`src/design/cmc_pkg.sv`:
```
package cmc_pkg;

  // register word offsets
  localparam logic [3:0] CMC_CTRL_ADDR = 4'h0;
  localparam logic [3:0] CMC_STAT_ADDR = 4'h1;
  localparam logic [3:0] CMC_FUNC_ADDR = 4'h2;
  localparam logic [3:0] CMC_CFG_ADDR = 4'h3;
  localparam logic [3:0] CMC_WAKE_ADDR = 4'h4;
  localparam logic [3:0] CMC_RXB_ADDR = 4'h5;
  localparam logic [3:0] CMC_BSEL_ADDR = 4'h6;

  // field positions
  localparam int CMC_REQ_LSB = 5;
  localparam int CMC_SDFL_W = 5;

  // mode encodings
  localparam logic [2:0] CMC_MODE_NORMAL = 3'h0;
  localparam logic [2:0] CMC_MODE_SLEEP = 3'h1;
  localparam logic [2:0] CMC_MODE_LOOP = 3'h2;
  localparam logic [2:0] CMC_MODE_LISTEN = 3'h3;
  localparam logic [2:0] CMC_MODE_CONFIG = 3'h4;

  // functional modes
  localparam logic [1:0] CMC_FUNC_LEGACY = 2'h0;
  localparam logic [1:0] CMC_FUNC_ENH = 2'h1;
  localparam logic [1:0] CMC_FUNC_FIFO = 2'h2;

  // reset values, limits and codes
  localparam logic [2:0] CMC_MODE_RST = 3'h4;
  localparam logic [7:0] CMC_CFG_RST = 8'h00;
  localparam logic [4:0] CMC_SDFL_MAX = 5'h12;
  localparam logic [1:0] CMC_RXM_ERR = 2'h3;

  // timing and sizing counts
  localparam int CMC_IDLE_BITS = 11;
  localparam int CMC_FIFO_MIN = 2;
  localparam int CMC_FIFO_MAX = 8;
  localparam int CMC_NUM_PBUF = 6;

  typedef enum logic [1:0] {
    CMC_ST_RUN,
    CMC_ST_WAIT,
    CMC_ST_SLEEP
  } cmc_state_t;

endpackage : cmc_pkg

```
`src/design/cmc_mode_ctrl.sv`:
```
`timescale 1ns/1ps
// Overview of operation
// - request field selects mode; status reports it
// - mode change waits for pending transmissions; code leaves sleep without waiting
// - top request bit asks configuration; writes follow; code enters it on request 100 only
// - request zero brings module online normal
// - configuration registers locked outside configuration
// - configuration entry waits for frame end
// - configuration: silent, counters cleared, pins released
// - code 001 sleeps and stops clock
// - sleep accepted when no frame is active, or mid-frame after eleven recessive bits
// - sleep: silent, counters kept, transmit recessive
// - wake flag on recessive-to-dominant edge only
// - wake returns previous mode, frame dropped
// - only normal mode transmits, acks, flags errors
// - listen-only receives filtered frames, drives nothing
// - loopback routes internally, releases transmit pin
// - filters still gate silent modes
// - receive mode 11 keeps errored frames in legacy mode only
// - legacy functional mode after every reset
// - enhanced mode: sixteen filters, extra buffers
// - data byte filter length 0 to 18
// - fifo depth set by first transmit buffer
module cmc_mode_ctrl
  import cmc_pkg::*;
(
  // clock and reset
  input wire logic mclk_i,
  input wire logic resetn_i,
  // register port
  input wire logic [3:0] reg_addr_i,
  input wire logic [7:0] reg_wdata_i,
  input wire logic reg_wr_i,
  input wire logic reg_rd_i,
  output logic [7:0] reg_rdata_o,
  // protocol engine status
  input wire logic tx_pending_i,
  input wire logic frame_active_i,
  input wire logic bit_tick_i,
  // bus pin
  input wire logic can_rx_i,
  // controls to the protocol engine
  output logic tx_allow_o,
  output logic rx_allow_o,
  output logic ack_err_drive_o,
  output logic loopback_o,
  output logic err_cnt_clear_o,
  output logic err_cnt_hold_o,
  output logic can_transmit_pin_recessive_o,
  output logic can_transmit_pin_port_io_o,
  output logic clk_gate_off_o,
  output logic drop_frame_o,
  output logic keep_errored_o,
  output logic filter_gate_o,
  output logic [1:0] func_mode_o,
  output logic [3:0] fifo_depth_o,
  output logic [4:0] data_byte_filter_length_o,
  output logic wake_irq_o
);

  logic rx_meta_r;
  logic rx_sync_r;
  logic rx_prev_r;
  logic [2:0] mode_request_field_r;
  logic [2:0] mode_status_field_r;
  logic [2:0] mode_status_field_nxt;
  logic [2:0] prev_mode_r;
  cmc_state_t state_r;
  cmc_state_t state_nxt;
  logic [3:0] idle_cnt_r;
  logic bus_idle;
  logic wake_flag_r;
  logic wake_interrupt_enable_r;
  logic wake_disable_r;
  logic [7:0] cfg_r;
  logic [1:0] func_r;
  logic [1:0] receive_mode_field_r;
  logic [CMC_NUM_PBUF-1:0] bsel_r;
  logic [4:0] sdfl_r;
  logic [3:0] depth;
  logic [3:0] depth_at [CMC_NUM_PBUF+1];
  logic in_cfg;
  logic in_sleep;
  logic change_ok;
  logic sleep_ok;
  logic dom_edge;
  logic [7:0] rdata;

  function automatic logic is_mode(input logic [2:0] m,
                                   input logic [2:0] code);
    is_mode = (m == code);
  endfunction : is_mode

  function automatic logic wr_hit(input logic wr,
                                  input logic [3:0] addr,
                                  input logic [3:0] target);
    wr_hit = wr && (addr == target);
  endfunction : wr_hit

  // reset to recessive so leaving reset shows no false wake edge
  always_ff @(posedge mclk_i) begin
    if (!resetn_i) begin
      rx_meta_r <= 1'b1;
      rx_sync_r <= 1'b1;
      rx_prev_r <= 1'b1;
    end else begin
      rx_meta_r <= can_rx_i;
      rx_sync_r <= rx_meta_r;
      rx_prev_r <= rx_sync_r;
    end
  end

  assign dom_edge = rx_prev_r & ~rx_sync_r;
  assign in_cfg = is_mode(mode_status_field_r, CMC_MODE_CONFIG);
  assign in_sleep = (state_r == CMC_ST_SLEEP);

  // recessive bit counter for idle detection
  always_ff @(posedge mclk_i) begin
    if (!resetn_i) begin
      idle_cnt_r <= '0;
    end else if (!rx_sync_r) begin
      idle_cnt_r <= '0;
    end else if (bit_tick_i && idle_cnt_r < 4'(CMC_IDLE_BITS)) begin
      idle_cnt_r <= idle_cnt_r + 4'h1;
    end
  end

  assign bus_idle = (idle_cnt_r == 4'(CMC_IDLE_BITS));

  // pending transmissions drain first; a frame on the wire holds it too
  assign change_ok = !tx_pending_i && !frame_active_i;
  // sleep may also slip in once the bus has gone idle mid-frame
  assign sleep_ok = !tx_pending_i && (!frame_active_i || bus_idle);

  // request register; wake forces it back to the pre-sleep mode
  always_ff @(posedge mclk_i) begin
    if (!resetn_i) begin
      mode_request_field_r <= CMC_MODE_RST;
    end else if (in_sleep && dom_edge) begin
      mode_request_field_r <= prev_mode_r;
    end else if (wr_hit(reg_wr_i, reg_addr_i, CMC_CTRL_ADDR)) begin
      mode_request_field_r <= reg_wdata_i[CMC_REQ_LSB+:3];
    end
  end

  always_comb begin
    state_nxt = state_r;
    mode_status_field_nxt = mode_status_field_r;
    unique case (state_r)
      CMC_ST_RUN: begin
        if (mode_request_field_r != mode_status_field_r) begin
          state_nxt = CMC_ST_WAIT;
        end
      end
      CMC_ST_WAIT: begin
        if (mode_request_field_r == mode_status_field_r) begin
          state_nxt = CMC_ST_RUN;
        end else if (is_mode(mode_request_field_r, CMC_MODE_SLEEP)) begin
          if (sleep_ok) begin
            state_nxt = CMC_ST_SLEEP;
            mode_status_field_nxt = CMC_MODE_SLEEP;
          end
        end else if (change_ok) begin
          state_nxt = CMC_ST_RUN;
          mode_status_field_nxt = mode_request_field_r;
        end
      end
      // nothing is on the wire in sleep, so leaving it needs no wait
      CMC_ST_SLEEP: begin
        if (!is_mode(mode_request_field_r, CMC_MODE_SLEEP)) begin
          state_nxt = CMC_ST_RUN;
          mode_status_field_nxt = mode_request_field_r;
        end
      end
      default: state_nxt = CMC_ST_RUN;
    endcase
  end

  always_ff @(posedge mclk_i) begin
    if (!resetn_i) begin
      state_r <= CMC_ST_RUN;
      mode_status_field_r <= CMC_MODE_RST;
      prev_mode_r <= CMC_MODE_NORMAL;
    end else begin
      state_r <= state_nxt;
      mode_status_field_r <= mode_status_field_nxt;
      if (state_nxt == CMC_ST_SLEEP && state_r != CMC_ST_SLEEP) begin
        prev_mode_r <= mode_status_field_r;
      end
    end
  end

  // wake flag: hardware set beats software clear
  always_ff @(posedge mclk_i) begin
    if (!resetn_i) begin
      wake_flag_r <= 1'b0;
      wake_interrupt_enable_r <= 1'b0;
      wake_disable_r <= 1'b0;
    end else begin
      if (in_sleep && dom_edge && !wake_disable_r) begin
        wake_flag_r <= 1'b1;
      end else if (wr_hit(reg_wr_i, reg_addr_i, CMC_WAKE_ADDR)) begin
        wake_flag_r <= reg_wdata_i[0];
      end
      if (wr_hit(reg_wr_i, reg_addr_i, CMC_WAKE_ADDR)) begin
        wake_interrupt_enable_r <= reg_wdata_i[1];
        wake_disable_r <= reg_wdata_i[2];
      end
    end
  end

  // locked configuration registers
  always_ff @(posedge mclk_i) begin
    if (!resetn_i) begin
      cfg_r <= CMC_CFG_RST;
      func_r <= CMC_FUNC_LEGACY;
      bsel_r <= '0;
      sdfl_r <= '0;
    end else if (reg_wr_i && in_cfg) begin
      unique case (reg_addr_i)
        CMC_CFG_ADDR: cfg_r <= reg_wdata_i;
        CMC_FUNC_ADDR: begin
          if (reg_wdata_i[1:0] != 2'h3) begin
            func_r <= reg_wdata_i[1:0];
          end
          if (reg_wdata_i[6:2] <= CMC_SDFL_MAX) begin
            sdfl_r <= reg_wdata_i[6:2];
          end
        end
        CMC_BSEL_ADDR: bsel_r <= reg_wdata_i[CMC_NUM_PBUF-1:0];
        default: ;
      endcase
    end
  end

  always_ff @(posedge mclk_i) begin
    if (!resetn_i) begin
      receive_mode_field_r <= '0;
    end else if (wr_hit(reg_wr_i, reg_addr_i, CMC_RXB_ADDR)) begin
      receive_mode_field_r <= reg_wdata_i[1:0];
    end
  end

  // fifo ends at the first transmit-configured buffer; the chain runs
  // from the top buffer down so the lowest transmit buffer wins
  assign depth_at[CMC_NUM_PBUF] = 4'(CMC_FIFO_MAX);
  for (genvar g = 0; g < CMC_NUM_PBUF; g++) begin : g_fifo_end
    assign depth_at[g] = bsel_r[g] ? 4'(CMC_FIFO_MIN + g)
                                   : depth_at[g + 1];
  end
  assign depth = depth_at[0];

  // unmapped words read as zero
  always_comb begin
    unique case (reg_addr_i)
      CMC_CTRL_ADDR: rdata = {mode_request_field_r, 5'h00};
      CMC_STAT_ADDR: rdata = {mode_status_field_r, 5'h00};
      CMC_FUNC_ADDR: rdata = {1'b0, sdfl_r, func_r};
      CMC_CFG_ADDR: rdata = cfg_r;
      CMC_WAKE_ADDR: rdata = {5'h00, wake_disable_r,
                              wake_interrupt_enable_r, wake_flag_r};
      CMC_RXB_ADDR: rdata = {6'h00, receive_mode_field_r};
      CMC_BSEL_ADDR: rdata = {2'b00, bsel_r};
      default: rdata = 8'h00;
    endcase
  end

  always_ff @(posedge mclk_i) begin
    if (!resetn_i) begin
      reg_rdata_o <= 8'h00;
    end else begin
      reg_rdata_o <= reg_rd_i ? rdata : 8'h00;
    end
  end

  // bus drive controls, all registered
  always_ff @(posedge mclk_i) begin
    if (!resetn_i) begin
      tx_allow_o <= 1'b0;
      ack_err_drive_o <= 1'b0;
      loopback_o <= 1'b0;
      can_transmit_pin_recessive_o <= 1'b1;
      can_transmit_pin_port_io_o <= 1'b1;
    end else begin
      tx_allow_o <= is_mode(mode_status_field_r, CMC_MODE_NORMAL);
      ack_err_drive_o <= is_mode(mode_status_field_r, CMC_MODE_NORMAL);
      loopback_o <= is_mode(mode_status_field_r, CMC_MODE_LOOP);
      can_transmit_pin_recessive_o <= !is_mode(mode_status_field_r,
                                              CMC_MODE_NORMAL);
      can_transmit_pin_port_io_o <= in_cfg ||
        is_mode(mode_status_field_r, CMC_MODE_LOOP);
    end
  end

  // receive path, error counters and clock gate
  always_ff @(posedge mclk_i) begin
    if (!resetn_i) begin
      rx_allow_o <= 1'b0;
      err_cnt_clear_o <= 1'b1;
      err_cnt_hold_o <= 1'b0;
      clk_gate_off_o <= 1'b0;
      drop_frame_o <= 1'b0;
    end else begin
      rx_allow_o <= !in_cfg && !in_sleep;
      err_cnt_clear_o <= in_cfg ||
        is_mode(mode_status_field_r, CMC_MODE_LISTEN);
      err_cnt_hold_o <= in_sleep;
      clk_gate_off_o <= in_sleep;
      drop_frame_o <= in_sleep && dom_edge;
    end
  end

  // functional mode and receive filtering
  always_ff @(posedge mclk_i) begin
    if (!resetn_i) begin
      keep_errored_o <= 1'b0;
      filter_gate_o <= 1'b1;
      func_mode_o <= CMC_FUNC_LEGACY;
      fifo_depth_o <= 4'(CMC_FIFO_MAX);
      data_byte_filter_length_o <= '0;
    end else begin
      keep_errored_o <= func_r == CMC_FUNC_LEGACY &&
        receive_mode_field_r == CMC_RXM_ERR;
      filter_gate_o <= 1'b1;
      func_mode_o <= func_r;
      fifo_depth_o <= depth;
      data_byte_filter_length_o <= sdfl_r;
    end
  end

  // wake interrupt
  always_ff @(posedge mclk_i) begin
    if (!resetn_i) begin
      wake_irq_o <= 1'b0;
    end else begin
      wake_irq_o <= wake_flag_r && wake_interrupt_enable_r &&
        !wake_disable_r;
    end
  end

endmodule : cmc_mode_ctrl

```
`config.mk`:
```
export PLATFORM = sky130hd
export DESIGN_NAME = cmc_mode_ctrl
export DESIGN_NICKNAME = d
export VERILOG_FILES = /design/src/design/cmc_pkg.sv /design/src/design/cmc_mode_ctrl.sv
export SDC_FILE = /design/constraint.sdc
export NUM_CORES = 1
export LEC_CHECK = 0
export ABC_CLOCK_PERIOD_IN_PS = 1900
export BUFFER_PORTS_ARGS = -buffer_cell sky130_fd_sc_hd__buf_2
export CAP_MARGIN = 40
export CORE_MARGIN = 3
export CORE_UTILIZATION = 55
export CTS_CLUSTER_SIZE = 25
export DETAILED_ROUTE_END_ITERATION = 10
export PLACE_DENSITY = 0.86
export SYNTH_ARGS = -nofsm -noshare
export SYNTH_HDL_FRONTEND = slang
export SYNTH_SLANG_ARGS = --single-unit
```
`constraint.sdc`:
```
create_clock -name mclk_i -period 1.9 [get_ports mclk_i]
set_clock_uncertainty 0.05 [all_clocks]
set_input_delay 0.095 -clock mclk_i [delete_from_list [all_inputs] [get_ports mclk_i]]
set_output_delay 0.095 -clock mclk_i [all_outputs]
set_load 0.03 [all_outputs]
```
==> run metrics <==
fin nets=406; Area growth syn-to-layout=20.63%; leakage power=about 0.0016 µW; number of diodes=0; CTS Buf Count=9; slew margin rel.=55.88%; CP max stage delay=420 ps; synthesis warning total=0; Post-Route WL=just over 7 mm; I/O pins=52; Setup violations, final=0; Crit. End Element=register; DR iter-0 viols=~180; CP Class=reg -> reg; average size of a mapped cell=about 9.5 µm²; WP depth=5; die width=80.92 µm; vias in the first global route=2,378; WP data required=2070 ps; ys async rst share=0%; # DRC=0; CP Data Arrival Time=2030 ps; Rows=26; Critical Path, Cell by Cell=nor4b_4 > o21ai_0 > nor4b_2 > o32ai_4 > mux2i_1; global route overflow=0; Cells after Synth=around 320; pin count of the biggest net entering global routing=38; Worst VDD drop=roughly 0.48 mV; slowest stage cell, crit path=nor4b_4; ys flop type=dfxtp_1; Die Height=slightly above 80 µm; crit-path max FO=6; fillers=388; Post-Syn Nets=349; detail-routed via count per cell=between 5 and 6; layout cells sized above 1=25.45%; final instance area=approximately 3700 µm²; total core area=5270 µm²; overall routing resource usage=23.20%; TNS Setup=0 ps; Fin Hold WS=9.397 ps; worst r2r path cells=5; final cycle utilization of the critical path=between 90% and 100%; final critical-path required period=between 1500 and 2000 ps; total number of vias=2,627; PwrDens=922.6 nW/µm²; fin. max-slew vios=0; Worst Tran Pin Value=~660 ps; f_max=between 0.5 and 0.6 GHz; final hold vios=0; outcome=completed; DR WL/cell=15.81 µm; FF+latch count, synth=73; Antenna Nets Post-Route=0; clock tree buffer depth=2; area of the mapped netlist=3087 µm²; Port Buf Inserts=50; Initial Util=roughly 59%; H-tree Lvls=3; delay-heaviest family, CP=simple AND/OR/NAND/NOR gates; max_cap viols=0; routability cong.=0.8331; hold depth=3; clock-pin transition on the worst setup and hold timing paths=about 70 ps; buffers plus inverters on the worst setup path=0; CP Launch Type=register; Cell Area, Placed=3369 µm²; initial antenna violation count=0; Clk Latency, worst-skew pair=340 ps; Die ar.=6547 µm²; DRT Pass-1 Iters=5; sequential share of the synthesized area=47.34%; Detailed Place HPWL=4.829 mm; root buf cell=clkbuf_8; Hold Crit Class=in -> reg; CTS tree=built; CTS Sinks=between 70 and 80; Cell variety after synth=60; Post-synth EDFFs=0; first-pass GRT wire length=11.62 mm
==> per-layer routing <==
| layer | GRT usage (%) | vias up | part of all wire, % |
|---|---|---|---|
| li1 | - | 1256 | - |
| met1 | 30.99 | 1234 | 44 |
| met2 | 35.22 | 116 | 46 |
| met3 | 5.211 | 21 | 6.8 |
| met4 | 11.66 | 0 | 3.1 |
| met5 | 0 | - | 0 |
==> what timing repair did <==
action                                 4_1_cts  5_1_grt
hold buffers                                 7        0
buffers inserted                             0        2
endpoints found under the hold margin        9        0
setup endpoints to repair                    0        3
gates resized for setup                      0        7
==> cell usage after synthesis (2+ instances only) <==
cell type | n | share of area (%)
nand2_2 | 2 | 0.41
ha_1 | 5 | 2.0
and3_1 | 2 | 0.41
buf_1 | 2 | 0.24
and2_1 | 9 | 1.8
a21oi_1 | 18 | 2.9
mux2i_1 | 21 | 6.8
xor2_1 | 5 | 1.4
nor3_1 | 4 | 0.65
nand2b_1 | 6 | 1.2
a22o_1 | 3 | 0.85
a211oi_1 | 3 | 0.73
nand3_1 | 14 | 2.3
a21oi_2 | 3 | 0.85
o21ai_1 | 3 | 0.49
mux4_2 | 2 | 1.5
nand3b_1 | 3 | 0.73
nand2_1 | 33 | 4.0
o21ai_0 | 6 | 0.97
buf_2 | 5 | 0.81
nor4b_1 | 2 | 0.57
buf_4 | 5 | 1.2
inv_1 | 4 | 0.49
clkbuf_1 | 7 | 0.85
nor3b_1 | 2 | 0.49
dfxtp_1 | 73 | 47
and4bb_2 | 2 | 0.81
a31oi_1 | 3 | 0.61
nor2b_1 | 2 | 0.41
o211ai_1 | 2 | 0.49
nor2_1 | 38 | 4.6
a22oi_1 | 5 | 1.2
nor4b_2 | 3 | 1.5
==> worst paths after layout <==
path / endpoint / slack (ps) / startpoint
setup / recovery: prev_mode_r[1] / 40 / mode_request_field_r[1]
hold / removal: cfg_r[6] / 9 / reg_wdata_i[6]
setup reg to reg: prev_mode_r[1] / 40 / mode_request_field_r[1]
hold reg to reg: rx_sync_r / 360 / rx_meta_r
==> state kept, by name, summed over array words and instances (netlist names), 2 cells and up <==
name                       flops
cfg_r                          8
mode_request_field_r           3
func_mode_o                    2
data_byte_filter_length_o      5
idle_cnt_r                     4
state_r                        2
bsel_r                         6
mode_status_field_r            3
receive_mode_field_r           2
reg_rdata_o                    8
sdfl_r                         5
prev_mode_r                    3
fifo_depth_o                   4
func_r                         2
==> worst reg2reg max path, cell delays in order (launching register included) <==
cell and delay [ps]:
dfxtp_1 400, nor4b_4 420, o21ai_0 170, nor4b_2 370, o32ai_4 170, mux2i_1 160
==> kinds of logic after synthesis <==
group	Yosys count	synth area share, %
AND/OR/NAND/NOR	133	23.06
flip-flops	73	47.34
AO/OA/AOI/OAI	58	13.38
buffers and inverters	25	4.094
multiplexers	23	8.269
XOR/XNOR	6	1.702
adder cells (fa/ha/maj)	5	2.027
other	1	0.1215
==> final cells by class <==
type | instances | area, µm² | share of cell area (%)
inverters | 5 | 18.77 | 0.5040
repair buffers | 66 | 387.9 | 10.42
well taps | 70 | 87.58 | 2.352
flip-flops and latches | 73 | 1463 | 39.28
multi-input cells | 226 | 1535 | 41.23
clock buffers | 9 | 123.9 | 3.327
clock inverters | 6 | 107.6 | 2.890
==> through the flow <==
stage	std cells	utilization [%]	setup slack, ps	total power (µW)
global placement	431	63.94	150.7	2009
floorplan	324	-	228.1	1918
detailed placement	431	63.94	22.65	2026
CTS	453	69.66	12.46	3427
finish	455	70.66	40.59	3435
global route	455	70.66	-46.47	3548
==> cells in the final DEF (no fill, tap or decap), types with 2 or more instances in the layout <==
cell type and count:
inv_1 4, a22oi_1 5, nor2_1 38, nand2b_1 6
clkbuf_8 9, nor2b_1 2, nor4b_1 2, dlygate4sd3_1 7
bufinv_16 3, mux2i_1 21, nor3_1 4, a21oi_2 2
buf_4 9, buf_2 50, nand2_1 33, and3_1 2
o21ai_1 3, dfxtp_1 72, a21oi_1 18, a31oi_1 3
nor4b_2 2, nand2_2 2, a211oi_1 3, ha_1 4
o211ai_1 2, nand3_1 14, a22o_1 3, o21ai_0 6
and2_1 9, xor2_1 5, and4bb_2 2, clkinv_2 2
mux4_2 2, nand3b_1 3
==> report_power, final <==
part | internal (µW) | switching (µW)
sequential | 1570 | 35.1
clock | 860 | 552
combinational | 155 | 261
No activity file was read; power rests on OpenSTA's default activity.
